<file path="config.mk">
export PLATFORM = sky130hd
export DESIGN_NAME = bll_loop
export DESIGN_NICKNAME = d
export VERILOG_FILES = /design/src/hw/bll_pkg.sv /design/src/hw/bll_loop.sv /design/src/hw/bll_sat_step.sv
export SDC_FILE = /design/constraint.sdc
export NUM_CORES = 1
export LEC_CHECK = 0
export ABC_AREA = 1
export BUFFER_PORTS_ARGS = -buffer_cell sky130_fd_sc_hd__buf_4
export CELL_PAD_IN_SITES_DETAIL_PLACEMENT = 0
export CELL_PAD_IN_SITES_GLOBAL_PLACEMENT = 1
export CORE_ASPECT_RATIO = 2
export CORE_UTILIZATION = 35
export CTS_BUF_LIST = sky130_fd_sc_hd__clkbuf_8
export DETAILED_ROUTE_END_ITERATION = 7
export PLACE_DENSITY = 0.73
export SYNTH_ARGS = -nofsm -noshare
export SYNTH_HDL_FRONTEND = slang
export SYNTH_SLANG_ARGS = --single-unit
export TNS_END_PERCENT = 10
</file>
<file path="constraint.sdc">
create_clock -name CLOCK_IN -period 10.53 [get_ports CLOCK_IN]
set_input_delay 2.106 -clock CLOCK_IN [delete_from_list [all_inputs] [get_ports CLOCK_IN]]
set_output_delay 2.106 -clock CLOCK_IN [all_outputs]
set_load 0.01 [all_outputs]
</file>
<file path="src/hw/bll_pkg.sv">
/*
 black level loop package: register indices, field layout, reset values, loop constants.
 assumes a 32-bit wishbone bus where register index n sits at byte address 4*n.
*/
package bll_pkg;
	// register indices
	localparam logic [7:0] IDX_OFS_LOW = 8'h0d;
	localparam logic [7:0] IDX_OFS_HIGH = 8'h0e;
	localparam logic [7:0] IDX_WGT_CNT = 8'h0f;
	localparam logic [7:0] IDX_LOOP_CTRL = 8'h14;
	// field layout
	localparam int WGT_LSB = 6;
	localparam int CNT_LSB = 0;
	localparam int CTRL_EN_BIT = 0;
	localparam int CTRL_RANGE_BIT = 1;
	localparam int CTRL_FG_LSB = 2;
	// reset values
	localparam logic [8:0] OFS_RST = 9'h100;
	localparam logic [7:0] WGT_CNT_RST = 8'h0a;
	localparam logic [7:0] LOOP_CTRL_RST = 8'h03;
	// widths and loop constants
	localparam int SAMPLE_W = 13;
	localparam int SUM_W = 24;
	localparam logic [8:0] OFS_MAX = 9'h1ff;
	localparam logic [SAMPLE_W:0] BLACK_TARGET = 14'h0040;
	localparam logic [3:0] BASE_SHIFT = 4'h8;
	// fixed gain codes
	localparam logic [2:0] FG_NONE = 3'h0;
	localparam logic [2:0] FG_X1 = 3'h1;
	localparam logic [2:0] FG_X2 = 3'h2;
	localparam logic [2:0] FG_X4 = 3'h3;
	localparam logic [2:0] FG_X8 = 3'h4;
endpackage

</file>
<file path="src/hw/bll_loop.sv">
/*
 black level feedback loop with a wishbone classic register slave.
 assumes samples and black-pixel flags are synchronous to CLOCK_IN.
*/
// Register access over Wishbone is this design's own decision.
// Notes on behaviour
// - nine-bit offset: low byte at index 0Dh, top bit at bit 0 of 0Eh, both RW.
// - after reset the high location reads 01h and the low 00h, value 256.
// - offset stays within 0 to 511; 0 most negative, 511 most positive.
// - while enabled, black pixels steer the converter output toward code 64.
// - bits 7:6 of 0Fh pick weight 1x, 2x, 4x or 8x.
// - each black pixel error is multiplied by the weight before summing.
// - bits 5:0 of 0Fh give how many black pixels are summed per update.
// - correction divided by 2048,1024,512,256 for fixed gain x1,x2,x4,x8/none; halved when range is 0.
`timescale 1ns/1ps
module bll_loop (
	// clock and reset
	input wire logic CLOCK_IN,
	input wire logic RST_N_IN,
	// wishbone slave
	input wire logic WB_CYC_IN,
	input wire logic WB_STB_IN,
	input wire logic WB_WE_IN,
	input wire logic [31:0] WB_ADR_IN,
	input wire logic [3:0] WB_SEL_IN,
	input wire logic [31:0] WB_DAT_IN,
	output logic [31:0] WB_DAT_OUT,
	output logic WB_ACK_OUT,
	// converter samples
	input wire logic [bll_pkg::SAMPLE_W-1:0] SAMPLE_IN,
	input wire logic SAMPLE_VALID_IN,
	input wire logic BLACK_PIXEL_IN,
	// offset to the analog path
	output logic [8:0] OFFSET_OUT
);
	import bll_pkg::*;

	logic [8:0] acc;
	logic [8:0] next_acc;
	logic [7:0] wgt_cnt;
	logic [7:0] next_wgt_cnt;
	logic [7:0] loop_ctrl;
	logic [7:0] next_loop_ctrl;
	logic signed [SUM_W-1:0] sum;
	logic signed [SUM_W-1:0] next_sum;
	logic [5:0] pix_cnt;
	logic [5:0] next_pix_cnt;
	logic ack;
	logic next_ack;
	logic [31:0] rdata;
	logic [31:0] next_rdata;

	logic req;
	logic hit;
	logic [7:0] idx;
	logic wr_low;
	logic wr_high;
	logic wr_cfg;
	logic rd_req;
	logic loop_en;
	logic pixel;
	logic [1:0] wgt_sel;
	logic [5:0] clamp_len;
	logic [2:0] fixed_gain;
	logic [3:0] shift;
	logic signed [SAMPLE_W:0] err;
	logic signed [SUM_W-1:0] weighted;
	logic signed [SUM_W-1:0] sum_with_pix;
	logic [8:0] stepped;

	assign req = WB_CYC_IN & WB_STB_IN & ~ack;
	assign idx = WB_ADR_IN[9:2];
	assign hit = (WB_ADR_IN[31:10] == 22'h000000);
	assign wr_low = req & WB_WE_IN & WB_SEL_IN[0] & hit & (idx == IDX_OFS_LOW);
	assign wr_high = req & WB_WE_IN & WB_SEL_IN[0] & hit & (idx == IDX_OFS_HIGH);
	assign wr_cfg = req & WB_WE_IN & WB_SEL_IN[0] & hit;
	assign rd_req = req & ~WB_WE_IN & hit;
	assign loop_en = loop_ctrl[CTRL_EN_BIT];
	assign pixel = loop_en & SAMPLE_VALID_IN & BLACK_PIXEL_IN;
	assign wgt_sel = wgt_cnt[WGT_LSB +: 2];
	assign clamp_len = wgt_cnt[CNT_LSB +: 6];
	assign fixed_gain = loop_ctrl[CTRL_FG_LSB +: 3];

	bll_sat_step u_step (
		.acc_in(acc),
		.sum_in(sum_with_pix),
		.shift_in(shift),
		.acc_out(stepped)
	);

	// loop arithmetic
	always_comb begin
		err = $signed(BLACK_TARGET) - $signed({1'b0, SAMPLE_IN});
		weighted = $signed({{(SUM_W-SAMPLE_W-1){err[SAMPLE_W]}}, err}) <<< wgt_sel;
		sum_with_pix = sum + weighted;
		unique case (fixed_gain)
			FG_X1: shift = BASE_SHIFT + 4'h3;
			FG_X2: shift = BASE_SHIFT + 4'h2;
			FG_X4: shift = BASE_SHIFT + 4'h1;
			default: shift = BASE_SHIFT;
		endcase
		if (!loop_ctrl[CTRL_RANGE_BIT]) begin
			shift = shift + 4'h1;
		end
	end

	// bus answer
	always_comb begin
		next_ack = req;
		next_rdata = 32'h00000000;
		if (rd_req) begin
			unique case (idx)
				IDX_OFS_LOW: next_rdata = {24'h000000, acc[7:0]};
				IDX_OFS_HIGH: next_rdata = {31'h00000000, acc[8]};
				IDX_WGT_CNT: next_rdata = {24'h000000, wgt_cnt};
				IDX_LOOP_CTRL: next_rdata = {24'h000000, loop_ctrl};
				default: next_rdata = 32'h00000000;
			endcase
		end
	end

	always_ff @(posedge CLOCK_IN) begin
		if (!RST_N_IN) begin
			ack <= 1'b0;
			rdata <= 32'h00000000;
		end else begin
			ack <= next_ack;
			rdata <= next_rdata;
		end
	end

	// configuration registers
	always_comb begin
		next_wgt_cnt = wgt_cnt;
		next_loop_ctrl = loop_ctrl;
		if (wr_cfg && idx == IDX_WGT_CNT) begin
			next_wgt_cnt = WB_DAT_IN[7:0];
		end
		if (wr_cfg && idx == IDX_LOOP_CTRL) begin
			next_loop_ctrl = {3'h0, WB_DAT_IN[4:0]};
		end
	end

	always_ff @(posedge CLOCK_IN) begin
		if (!RST_N_IN) begin
			wgt_cnt <= WGT_CNT_RST;
			loop_ctrl <= LOOP_CTRL_RST;
		end else begin
			wgt_cnt <= next_wgt_cnt;
			loop_ctrl <= next_loop_ctrl;
		end
	end

	// loop accumulator
	always_comb begin
		next_acc = acc;
		next_sum = sum;
		next_pix_cnt = pix_cnt;
		if (!loop_en || clamp_len == 6'h00) begin
			next_sum = '0;
			next_pix_cnt = 6'h00;
		end else if (pixel) begin
			if (pix_cnt + 6'h01 == clamp_len) begin
				next_acc = stepped;
				next_sum = '0;
				next_pix_cnt = 6'h00;
			end else begin
				next_sum = sum_with_pix;
				next_pix_cnt = pix_cnt + 6'h01;
			end
		end
		if (wr_low || wr_high) begin
			next_sum = '0;
			next_pix_cnt = 6'h00;
		end
		if (wr_low) begin
			next_acc[7:0] = WB_DAT_IN[7:0];
		end
		if (wr_high) begin
			next_acc[8] = WB_DAT_IN[0];
		end
	end

	always_ff @(posedge CLOCK_IN) begin
		if (!RST_N_IN) begin
			acc <= OFS_RST;
			sum <= '0;
			pix_cnt <= 6'h00;
			OFFSET_OUT <= OFS_RST;
		end else begin
			acc <= next_acc;
			sum <= next_sum;
			pix_cnt <= next_pix_cnt;
			OFFSET_OUT <= next_acc;
		end
	end

	assign WB_ACK_OUT = ack;
	assign WB_DAT_OUT = rdata;
endmodule

</file>
<file path="src/hw/bll_sat_step.sv">
/*
 saturating accumulator step: adds a scaled signed correction to the 9-bit offset.
 assumes the caller registers the result.
*/
`timescale 1ns/1ps
module bll_sat_step (
	// operands
	input wire logic [8:0] acc_in,
	input wire logic signed [bll_pkg::SUM_W-1:0] sum_in,
	input wire logic [3:0] shift_in,
	// result
	output logic [8:0] acc_out
);
	import bll_pkg::*;
	logic signed [SUM_W-1:0] delta;
	logic signed [SUM_W:0] total;
	always_comb begin
		delta = sum_in >>> shift_in;
		total = $signed({{(SUM_W-8){1'b0}}, acc_in}) + $signed({delta[SUM_W-1], delta});
		if (total < 0) begin
			acc_out = 9'h000;
		end else if (total > $signed({{(SUM_W-8){1'b0}}, OFS_MAX})) begin
			acc_out = OFS_MAX;
		end else begin
			acc_out = total[8:0];
		end
	end
endmodule

</file>
==> results.py, run 1 <==
metrics = {
    "run_status": {
        "status": "complete, but fails checks",
        "violations": "design-rule violations",
    },
    "cts": {
        "cts_buffer_depth": 2,
        "root_buffer": "clkbuf_8",
        "cts_setup_buffers": 0,
        "clock_latency_ns": 0.37,
        "ctsHoldBuffers": 0,
        "cts-htree-levels": 3,
        "cts_tree": "yes",
        "clk_pin_slew_ns": 0.08,
        "cts_inserted_buffers": 9,
        "post_cts_resize_count": 0,
        "cts.sinks": 61,
    },
    "timing": {
        "fin_skew_ns": 0.0141,
        "final.min_clock_period_ns": 8.25,
        "hold_violations": 0,
        "setup_violations": 0,
        "tightest_slew_ns": 1.05,
        "post-route-period-util": 0.784,
        "rsz0062_at_grt": "false",
        "fmax_mhz": 121,
        "tns_ns": 0,
        "finalWorstSetupSlack_ns": 2.28,
        "hold_slack_ns": 0.469,
        "drv_slew": 0,
        "max_slew_margin": 0.296,
    },
    "power_and_ir_drop": {
        "power_per_cell_area_nw_per_um2": 127,
        "switching_power_uw": 419,
        "max-vdd-ir-drop_v": 0.0000663,
        "power_frac_seq": 0.268,
        "p_total_uw": 920,
        "p_int_uw": 501,
        "swShare": 0.456,
        "clock_power_share": 0.225,
        "combinationalPowerShare": 0.507,
        "leakage_nw": 3.57,
    },
    "grt": {
        "grt_use_met3": 0.0235,
        "grtUsageMet2": 0.462,
        "met1_usage": 0.184,
        "grt_pass1_wl_microns": 32100,
        "antenna_found_initial": 0,
        "grt-ovfl-total": 0,
        "grt-busiest-layer": "met2",
        "track_usage": 0.219,
        "grt_pass1_vias": 6841,
        "grt_max_degree": 33,
    },
    "route": {
        "vias": 6759,
        "wl_microns": 20100,
        "wl_per_cell_microns": 15.0,
        "drc": 6,
        "ant_nets": 0,
        "drt_first_pass_iters": 8,
        "drt_iter0_drc": 255,
        "viasPerCell": 5.04,
    },
    "final_layout": {
        "fin_area_sq_um": 7260,
        "area_growth_syn_to_layout_pct": 13.3,
        "fin_nets": 1252,
        "antenna_cells": 0,
        "drive_gt1_frac": 0.154,
        "fill_cells": 2014,
    },
    "flow_run": {
        "max_cap_violations": 0,
    },
    "setup_path": {
        "reg2reg_slack_ns": 4.61,
        "slowest_stage": "or4_1",
        "crit_type": "in -> reg",
        "crit_required_ns": 10.83,
        "reg2regPathDepth": 33,
        "rr_startpoint": "wgt_cnt[7]",
        "cp-endpoint": "acc[6]",
        "worstReg2RegEnd": "acc[6]",
        "cpMostUsedCell": "nand2_1",
        "max_stage_delay_ns": 0.43,
        "critPathCaptureType": "flip-flop",
        "critPathMaxFanout": 7,
        "start_kind": "input pin",
        "arrival_ns": 8.55,
        "worstSetupStartpoint": "SAMPLE_IN[0]",
    },
    "placed_design": {
        "place.gp.congestion": 0.865,
        "io_buffers": 76,
        "pre_cts_slack_ns": 1.84,
        "place_area_sq_um": 7070,
        "place_hpwl_microns": 16900,
    },
    "logic_synthesis": {
        "synthCells": 1058,
        "ys_ff_latch": 61,
        "ys_dominant_reg_cell": "dfxtp_1",
        "ys_warn_count": 0,
        "avgSynthCellArea_sq_um": 6.05,
        "yosys.cell_count.top_type": "nand2_1",
        "synth_top_area_cell": "nand2_1",
        "synth_edf_count": 0,
        "ys_async_sr_fraction": 0,
        "ys_seq_area_frac": 0.191,
        "synth_top_area_frac": 0.194,
        "synth_common_cells": "331 x nand2_1, 125 x inv_1, 69 x nand3_1",
        "synth.distinct_cells": 49,
        "synth_area_leaders": "nand2_1 19%, dfxtp_1 19%, ha_1 7.8%",
        "syn_area_sq_um": 6400,
    },
    "worst_hold_path": {
        "hp-class": "reg -> reg",
    },
    "floorplanning": {
        "core_sq_um": 17900,
        "die_h_microns": 193,
        "initial_core_util": 0.358,
        "ios": 130,
        "die_area_sq_um": 18900,
        "fp-row-count": 69,
        "die_w_microns": 97.6,
    },
}
cells by family after synthesis:
kind of cell | count (synthesis) | share of synthesized area
and+or+nand+nor | 560 | 0.398
buffers and inverters | 186 | 0.124
AOI/OAI and AO/OA | 167 | 0.143
DFF | 61 | 0.191
adders and majority gates | 42 | 0.0844
xor gates and xnor gates | 34 | 0.0477
muxes | 7 | 0.0109
other | 1 | 0.000586
per-stage QoR:
step,utilization,cells
finish,0.406,1340
global route,0.406,1340
CTS,0.406,1340
detailed placement,0.396,1324
global placement,0.396,1324
floorplan,-,1081
critical path, delay by kind of cell:
family / cells / cell delay [ns]
buffers and inverters: 3 / 0.24
AO/OA/AOI/OAI: 13 / 2.21
adder cells (fa/ha/maj): 4 / 1.18
AND/OR/NAND/NOR: 22 / 2.64
XOR/XNOR: 1 / 0.14
placed cells by master (no fill, tap or decap), types with 10 or more instances in the layout:
master,n
buf_4,78
nor2_2,12
nand3_2,10
a21oi_1,68
dfxtp_1,61
nor3_1,11
nand4_1,13
a31oi_1,11
nand2_1,331
o21ai_0,63
nor2_1,59
ha_1,40
inv_1,125
xnor2_1,13
clkbuf_8,11
inv_2,12
nand2_2,16
nand3_1,68
conb_1,24
xor2_1,20
power by group through the flow:
stage	sequential, mW	clock (mW)	combinational (mW)
2_1_floorplan	0.250	0	0.362
6_report	0.246	0.207	0.466
3_5_place_dp	0.252	0	0.468
4_1_cts	0.246	0.211	0.470
3_3_place_gp	0.252	0	0.466
5_1_grt	0.248	0.221	0.531
how the worst min path moves through the flow:
stage | endpoint | startpoint | cells after the start | slack (ns)
detailed placement | sum[14] | sum[14] | 2 | 0.46
finish | sum[12] | sum[12] | 2 | 0.47
CTS | sum[14] | sum[14] | 2 | 0.47
floorplan | sum[0] | sum[0] | 2 | 0.45
global placement | sum[12] | sum[12] | 2 | 0.45
global route | sum[12] | sum[12] | 2 | 0.49
registers in the layout, indices dropped and copies added (netlist names):
register / count
pix_cnt: 6
WB_DAT_OUT: 8
wgt_cnt: 8
sum: 24
loop_ctrl: 5
WB_ACK_OUT: 1
acc: 9
per-layer routing:
layer,up-vias,wire length (microns)
met5,-,0
met4,0,1100
met3,53,506
met2,159,11700
met1,3046,6800
li1,3501,-
cell type report:
cell class	count	area, sq um	share of cell area
clock buffer	11	151	0.0209
clock inverter	5	35.0	0.00483
inverter	138	518	0.0714
multi-input combinational	834	4480	0.617
sequential	61	1220	0.168
tap	213	267	0.0367
timing repair buffer	78	586	0.0807
No activity file was read; power rests on OpenSTA's default activity.
==> run 2, diff against run 1 <==
==> constraint.sdc (replaced) <==
create_clock -name CLOCK_IN -period 8.1 [get_ports CLOCK_IN]
set_input_delay 1.62 -clock CLOCK_IN [delete_from_list [all_inputs] [get_ports CLOCK_IN]]
set_output_delay 1.62 -clock CLOCK_IN [all_outputs]
set_load 0.01 [all_outputs]
==> run 2 against run 1 <==
  * The flow still finishes with violations (design-rule violations)
  * Clock-buffer cell count fell by 2
  * Final cell count is 0.37% higher
  * Routed wire length increased by 0.82%
  * Combinational power up 32%
  * Sequential share of layout area down 0.075 points
  * First-iteration DRC count fell by 21%
  * Die area stayed put
  * Utilization grew 0.18 points
==> results.py, run 2 (synthesized netlist as in run 1, its figures left out) <==
metrics = {
    "cts": {
        "clk_pin_slew_ns": 0.08,
        "root_buffer": "clkbuf_8",
        "cts_inserted_buffers": 9,
        "cts_buffer_depth": 2,
        "cts.sinks": 61,
        "cts-htree-levels": 3,
        "cts_tree": "yes",
        "clock_latency_ns": 0.37,
    },
    "grt": {
        "grt-ovfl-total": 0,
        "grt_max_degree": 33,
        "grt_pass1_vias": 6756,
        "grt_pass1_wl_microns": 32200,
        "track_usage": 0.220,
        "antenna_found_initial": 0,
    },
    "timing": {
        "finalWorstSetupSlack_ns": 0.704,
        "setup_violations": 0,
        "hold_violations": 0,
        "final.min_clock_period_ns": 7.40,
        "tightest_slew_ns": 1.10,
        "fin_skew_ns": 0.0125,
        "max_slew_margin": 0.263,
        "post-route-period-util": 0.913,
        "drv_slew": 0,
        "tns_ns": 0,
        "hold_slack_ns": 0.470,
        "fmax_mhz": 135,
        "rsz0062_at_grt": "false",
    },
    "route": {
        "drt_first_pass_iters": 7,
        "wl_per_cell_microns": 15.1,
        "drt_iter0_drc": 201,
        "viasPerCell": 5.03,
        "wl_microns": 20300,
        "vias": 6769,
        "drc": 6,
        "ant_nets": 0,
    },
    "floorplanning": {
        "core_sq_um": 17900,
        "die_h_microns": 193,
        "fp-row-count": 69,
        "die_area_sq_um": 18900,
        "die_w_microns": 97.6,
        "initial_core_util": 0.358,
        "ios": 130,
    },
    "final_layout": {
        "antenna_cells": 0,
        "fin_area_sq_um": 7290,
        "area_growth_syn_to_layout_pct": 13.8,
        "fill_cells": 2028,
        "drive_gt1_frac": 0.161,
        "layout_common_cells": "331 x nand2_1, 126 x inv_1, 83 x buf_4",
        "instances_no_fill": 1345,
        "largest_reg_flops": 24,
        "max_flop_register": "sum",
        "reg_top3": "sum x24, acc x9",
        "fin_nets": 1257,
        "final_common_cell": "nand2_1",
        "fin_util": 0.408,
    },
    "setup_path": {
        "slowest_stage": "or4_1",
        "cpMostUsedCell": "nand2_1",
        "critPathCaptureType": "flip-flop",
        "crit_family": "simple AND/OR/NAND/NOR gates",
        "max_stage_delay_ns": 0.43,
        "start_kind": "input pin",
        "crit_required_ns": 8.34,
        "critPathBufInv": 3,
        "crit_type": "in -> reg",
        "critPathMaxFanout": 7,
        "arrival_ns": 7.63,
    },
    "run_status": {
        "status": "complete, but fails checks",
        "violations": "design-rule violations",
    },
    "power_and_ir_drop": {
        "max-vdd-ir-drop_v": 0.0000730,
        "clock_power_share": 0.212,
        "p_int_uw": 642,
        "p_total_mw": 1.19,
        "swShare": 0.460,
        "combinationalPowerShare": 0.519,
        "power_frac_seq": 0.269,
        "switching_power_uw": 548,
        "power_per_cell_area_nw_per_um2": 163,
        "leakage_nw": 3.60,
    },
    "placed_design": {
        "io_buffers": 76,
        "place.gp.congestion": 0.835,
        "place_hpwl_microns": 16900,
        "pre_cts_slack_ns": -0.0352,
        "place_area_sq_um": 7090,
        "place_inst": 1327,
    },
    "flow_run": {
        "max_cap_violations": 0,
    },
    "worst_hold_path": {
        "hp-class": "reg -> reg",
    },
}
## run 2: layout make-up
class / count / area [sq um] / area share
sequential: 61 / 1220 / 0.168
inverter: 138 / 518 / 0.0711
multi-input combinational: 834 / 4490 / 0.617
clock inverter: 7 / 42.5 / 0.00584
tap: 213 / 267 / 0.0366
timing repair buffer: 83 / 623 / 0.0855
clock buffer: 9 / 124 / 0.0170
## run 2: worst reg2reg max path, delay by kind of cell, from the launching register on
kind / cells / cell delay [ns]
xor+xnor: 1 / 0.34
fa+ha+maj: 3 / 0.88
mux: 1 / 0.16
buf+inv: 3 / 0.70
flops: 1 / 0.73
simple gates: 15 / 1.77
compound gates: 9 / 1.34
## run 2: power groups by stage
stage                     clock network, mW  logic, mW  registers [mW]
after floorplan                           0      0.471           0.325
after global placement                    0      0.617           0.327
after detailed placement                  0      0.618           0.328
after CTS                             0.259      0.620           0.321
after global routing                  0.269      0.698           0.322
final                                 0.252      0.617           0.320
## run 2: path summary, 6_finish.rpt
kind	end	cells past startpoint	from	slack, ns
setup / recovery	acc[6]	42	SAMPLE_IN[0]	0.70
hold / removal	sum[5]	2	sum[5]	0.47
setup reg to reg	acc[6]	32	wgt_cnt[6]	2.11
hold reg to reg	sum[5]	2	sum[5]	0.47
## run 2: timing repair
item | 4_1_cts | 5_1_grt
gates resized for setup | 0 | 7
hold buffers | 0 | 0
setup buffers | 0 | 2
endpoints found under the setup margin | 0 | 9
## run 2: layer usage
| metal | track usage | routed length (microns) | share of wire |
|---|---|---|---|
| met1 | 0.190 | 6850 | 0.34 |
| met2 | 0.474 | 12000 | 0.59 |
| met3 | 0.0177 | 508 | 0.025 |
| met4 | 0.114 | 906 | 0.045 |
| met5 | 0 | 0 | 0 |
==> run 3, diff against run 2 <==
--- a/config.mk
+++ b/config.mk
@@ -5,7 +5,6 @@
 export SDC_FILE = /design/constraint.sdc
 export NUM_CORES = 1
 export LEC_CHECK = 0
-export ABC_AREA = 1
 export BUFFER_PORTS_ARGS = -buffer_cell sky130_fd_sc_hd__buf_4
 export CELL_PAD_IN_SITES_DETAIL_PLACEMENT = 0
 export CELL_PAD_IN_SITES_GLOBAL_PLACEMENT = 1
@@ -13,7 +12,7 @@
 export CORE_UTILIZATION = 35
 export CTS_BUF_LIST = sky130_fd_sc_hd__clkbuf_8
 export DETAILED_ROUTE_END_ITERATION = 7
-export PLACE_DENSITY = 0.73
+export PLACE_DENSITY = 0.7
 export SYNTH_ARGS = -nofsm -noshare
 export SYNTH_HDL_FRONTEND = slang
 export SYNTH_SLANG_ARGS = --single-unit
==> run 3 against run 2 <==
  * The run now ends clean
  * Total power rose by 12%
  * Area after synthesis fell by 2.4%
  * Setup slack got worse by 0.17 ns
  * Register-to-register slack got worse by 0.64 ns
  * Sequential power barely moved
  * Critical path type unchanged
  * Largest cell class unchanged
==> results.py, run 3 <==
metrics = {
    "run_status": {
        "status": "complete, no violations",
    },
    "timing": {
        "fin_skew_ns": 0.00913,
        "post-route-period-util": 0.934,
        "rsz0062_at_grt": "false",
        "finalWorstSetupSlack_ns": 0.535,
        "setup_violations": 0,
        "tightest_slew_ns": 1.06,
        "drv_slew": 0,
        "hold_violations": 0,
        "final.min_clock_period_ns": 7.56,
        "max_slew_margin": 0.292,
        "fmax_mhz": 132,
    },
    "power_and_ir_drop": {
        "p_int_uw": 802,
        "switching_power_uw": 531,
        "power_frac_seq": 0.242,
        "clock_power_share": 0.232,
        "swShare": 0.399,
        "p_total_mw": 1.33,
        "power_per_cell_area_nw_per_um2": 177,
        "leakage_nw": 3.25,
        "combinationalPowerShare": 0.526,
        "max-vdd-ir-drop_v": 0.000103,
    },
    "route": {
        "wl_per_cell_microns": 16.8,
        "drt-met1-wl_microns": 7230,
        "drt_first_pass_iters": 5,
        "met3WireLength_microns": 495,
        "dr_wl_met2_microns": 11000,
        "drt_iter0_drc": 316,
        "highest_layer": "met4",
        "viasPerCell": 5.58,
        "vias": 6459,
        "wl_microns": 19400,
        "ant_nets": 0,
        "drc": 0,
    },
    "final_layout": {
        "fill_cells": 1848,
        "fin_util": 0.433,
        "layout_common_cells": "140 x buf_4, 109 x nand2_1, 77 x nor2_1",
        "antenna_cells": 0,
        "reg_top3": "sum x24, acc x9",
        "largest_reg_flops": 24,
        "ff_latch_area_sq_um": 1220,
        "fin_nets": 1075,
        "area_growth_syn_to_layout_pct": 20.3,
        "multiInputGateArea_sq_um": 4720,
        "final_common_cell": "buf_4",
        "fin_area_sq_um": 7520,
        "drive_gt1_frac": 0.205,
        "max_flop_register": "sum",
    },
    "setup_path": {
        "max_stage_delay_ns": 0.36,
        "reg2regPathDepth": 29,
        "worstSetupStartpoint": "SAMPLE_IN[4]",
        "critPathMaxFanout": 9,
        "slowest_stage": "a311o_1",
        "critPathCaptureType": "flip-flop",
        "reg2reg_slack_ns": 1.47,
        "crit_family": "compound AO/OA/AOI/OAI gates",
        "arrival_ns": 7.80,
        "crit_required_ns": 8.34,
        "crit_type": "in -> reg",
        "cp-endpoint": "acc[4]",
        "crit_cells": 36,
        "start_kind": "input pin",
        "critPathBufInv": 4,
        "rr_startpoint": "wgt_cnt[6]",
        "worstReg2RegEnd": "acc[4]",
    },
    "placed_design": {
        "pre_cts_slack_ns": -0.0465,
        "place.gp.congestion": 0.873,
        "place_area_sq_um": 7260,
        "place_hpwl_microns": 15700,
        "io_buffers": 76,
    },
    "grt": {
        "track_usage": 0.218,
        "grt_pass1_vias": 6390,
        "antenna_found_initial": 0,
        "grt_pass1_wl_microns": 31300,
        "grt-ovfl-total": 0,
        "grt_max_degree": 34,
    },
    "logic_synthesis": {
        "synth_top_area_cell": "dfxtp_1",
        "yosys.cell_count.top_type": "nand2_1",
        "synthCells": 843,
        "avgSynthCellArea_sq_um": 7.41,
        "ys_async_sr_fraction": 0,
        "synth_edf_count": 0,
        "synth_common_cells": "109 x nand2_1, 77 x nor2_1, 75 x a21oi_1",
        "ys_dominant_reg_cell": "dfxtp_1",
        "synth_area_leaders": "dfxtp_1 20%, ha_1 8.0%, nand2_1 6.5%",
        "ys_warn_count": 0,
        "synth_top_area_frac": 0.195,
        "synth.distinct_cells": 84,
        "ys_seq_area_frac": 0.195,
        "ys_ff_latch": 61,
        "syn_area_sq_um": 6250,
    },
    "cts": {
        "root_buffer": "clkbuf_8",
        "cts_tree": "yes",
        "cts_buffer_depth": 2,
        "clock_latency_ns": 0.35,
        "cts-htree-levels": 3,
        "cts.sinks": 61,
        "cts_inserted_buffers": 9,
        "clk_pin_slew_ns": 0.07,
    },
    "floorplanning": {
        "ios": 130,
        "core_sq_um": 17400,
        "die_area_sq_um": 18400,
        "fp-row-count": 68,
        "initial_core_util": 0.360,
        "die_h_microns": 191,
        "die_w_microns": 96.5,
    },
    "worst_hold_path": {
        "hp-class": "reg -> reg",
    },
    "flow_run": {
        "max_cap_violations": 0,
    },
}
[run 3: cell count changes in the layout (fill, tap and decap cells not counted), sizes merged, moves of 16 or more]
cell	delta
nand2	-242
buf	+58
inv	-131
mux2i	+23
nand3	-54
a22oi	+16
[run 3: tightest hold or removal path, cell delays in order, from the launching register on]
cell     delay, ns
dfxtp_1       0.32
nand2_1       0.05
a21oi_1       0.05
[run 3: power groups by stage]
stage,logic (mW),clock network (mW),registers [mW]
after CTS,0.696,0.314,0.322
after global placement,0.691,0,0.329
after detailed placement,0.692,0,0.329
final,0.702,0.310,0.322
after global routing,0.778,0.326,0.323
after floorplan,0.480,0,0.326
[run 3: metrics by stage]
step	setup TNS (ns)	hold slack (ns)	std cells
finish	0	0.461	1158
CTS	0	0.460	1156
floorplan	0	0.436	866
global placement	-0.218	0.443	1142
global route	0	0.479	1158
detailed placement	-0.308	0.451	1142
[run 3: routing by layer]
metal / vias up / GRT usage
met1: 3017 / 0.217
met3: 36 / 0.0207
met4: 0 / 0.0945
li1: 3244 / -
met5: - / 0
met2: 162 / 0.432
[run 3: worst min path at each step]
stage | cells after the start | endpoint | from
2_1_floorplan | 2 | sum[0] | sum[0]
3_3_place_gp | 2 | sum[0] | sum[0]
3_5_place_dp | 2 | sum[0] | sum[0]
4_1_cts | 2 | sum[0] | sum[0]
5_1_grt | 2 | sum[0] | sum[0]
6_report | 2 | sum[0] | sum[0]
[run 3: cells by family after synthesis]
group	count (synthesis)	share of synthesized area
buffers and inverters	81	0.0669
other	1	0.000600
xor gates and xnor gates	43	0.0645
AOI/OAI and AO/OA	259	0.274
adders and majority gates	42	0.0865
and+or+nand+nor	318	0.249
muxes	38	0.0631
DFF	61	0.195
[run 3: what timing repair did]
item | 4_1_cts | 5_1_grt
hold buffers | 0 | 0
buffers inserted | 0 | 2
endpoints found under the setup margin | 0 | 9
gates resized for setup | 0 | 5
[run 3: layout make-up]
type,count,share of cell area
tap,210,0.0349
clock inverter,4,0.00982
sequential,61,0.162
inverter,8,0.00399
multi-input combinational,724,0.628
timing repair buffer,141,0.142
clock buffer,10,0.0183
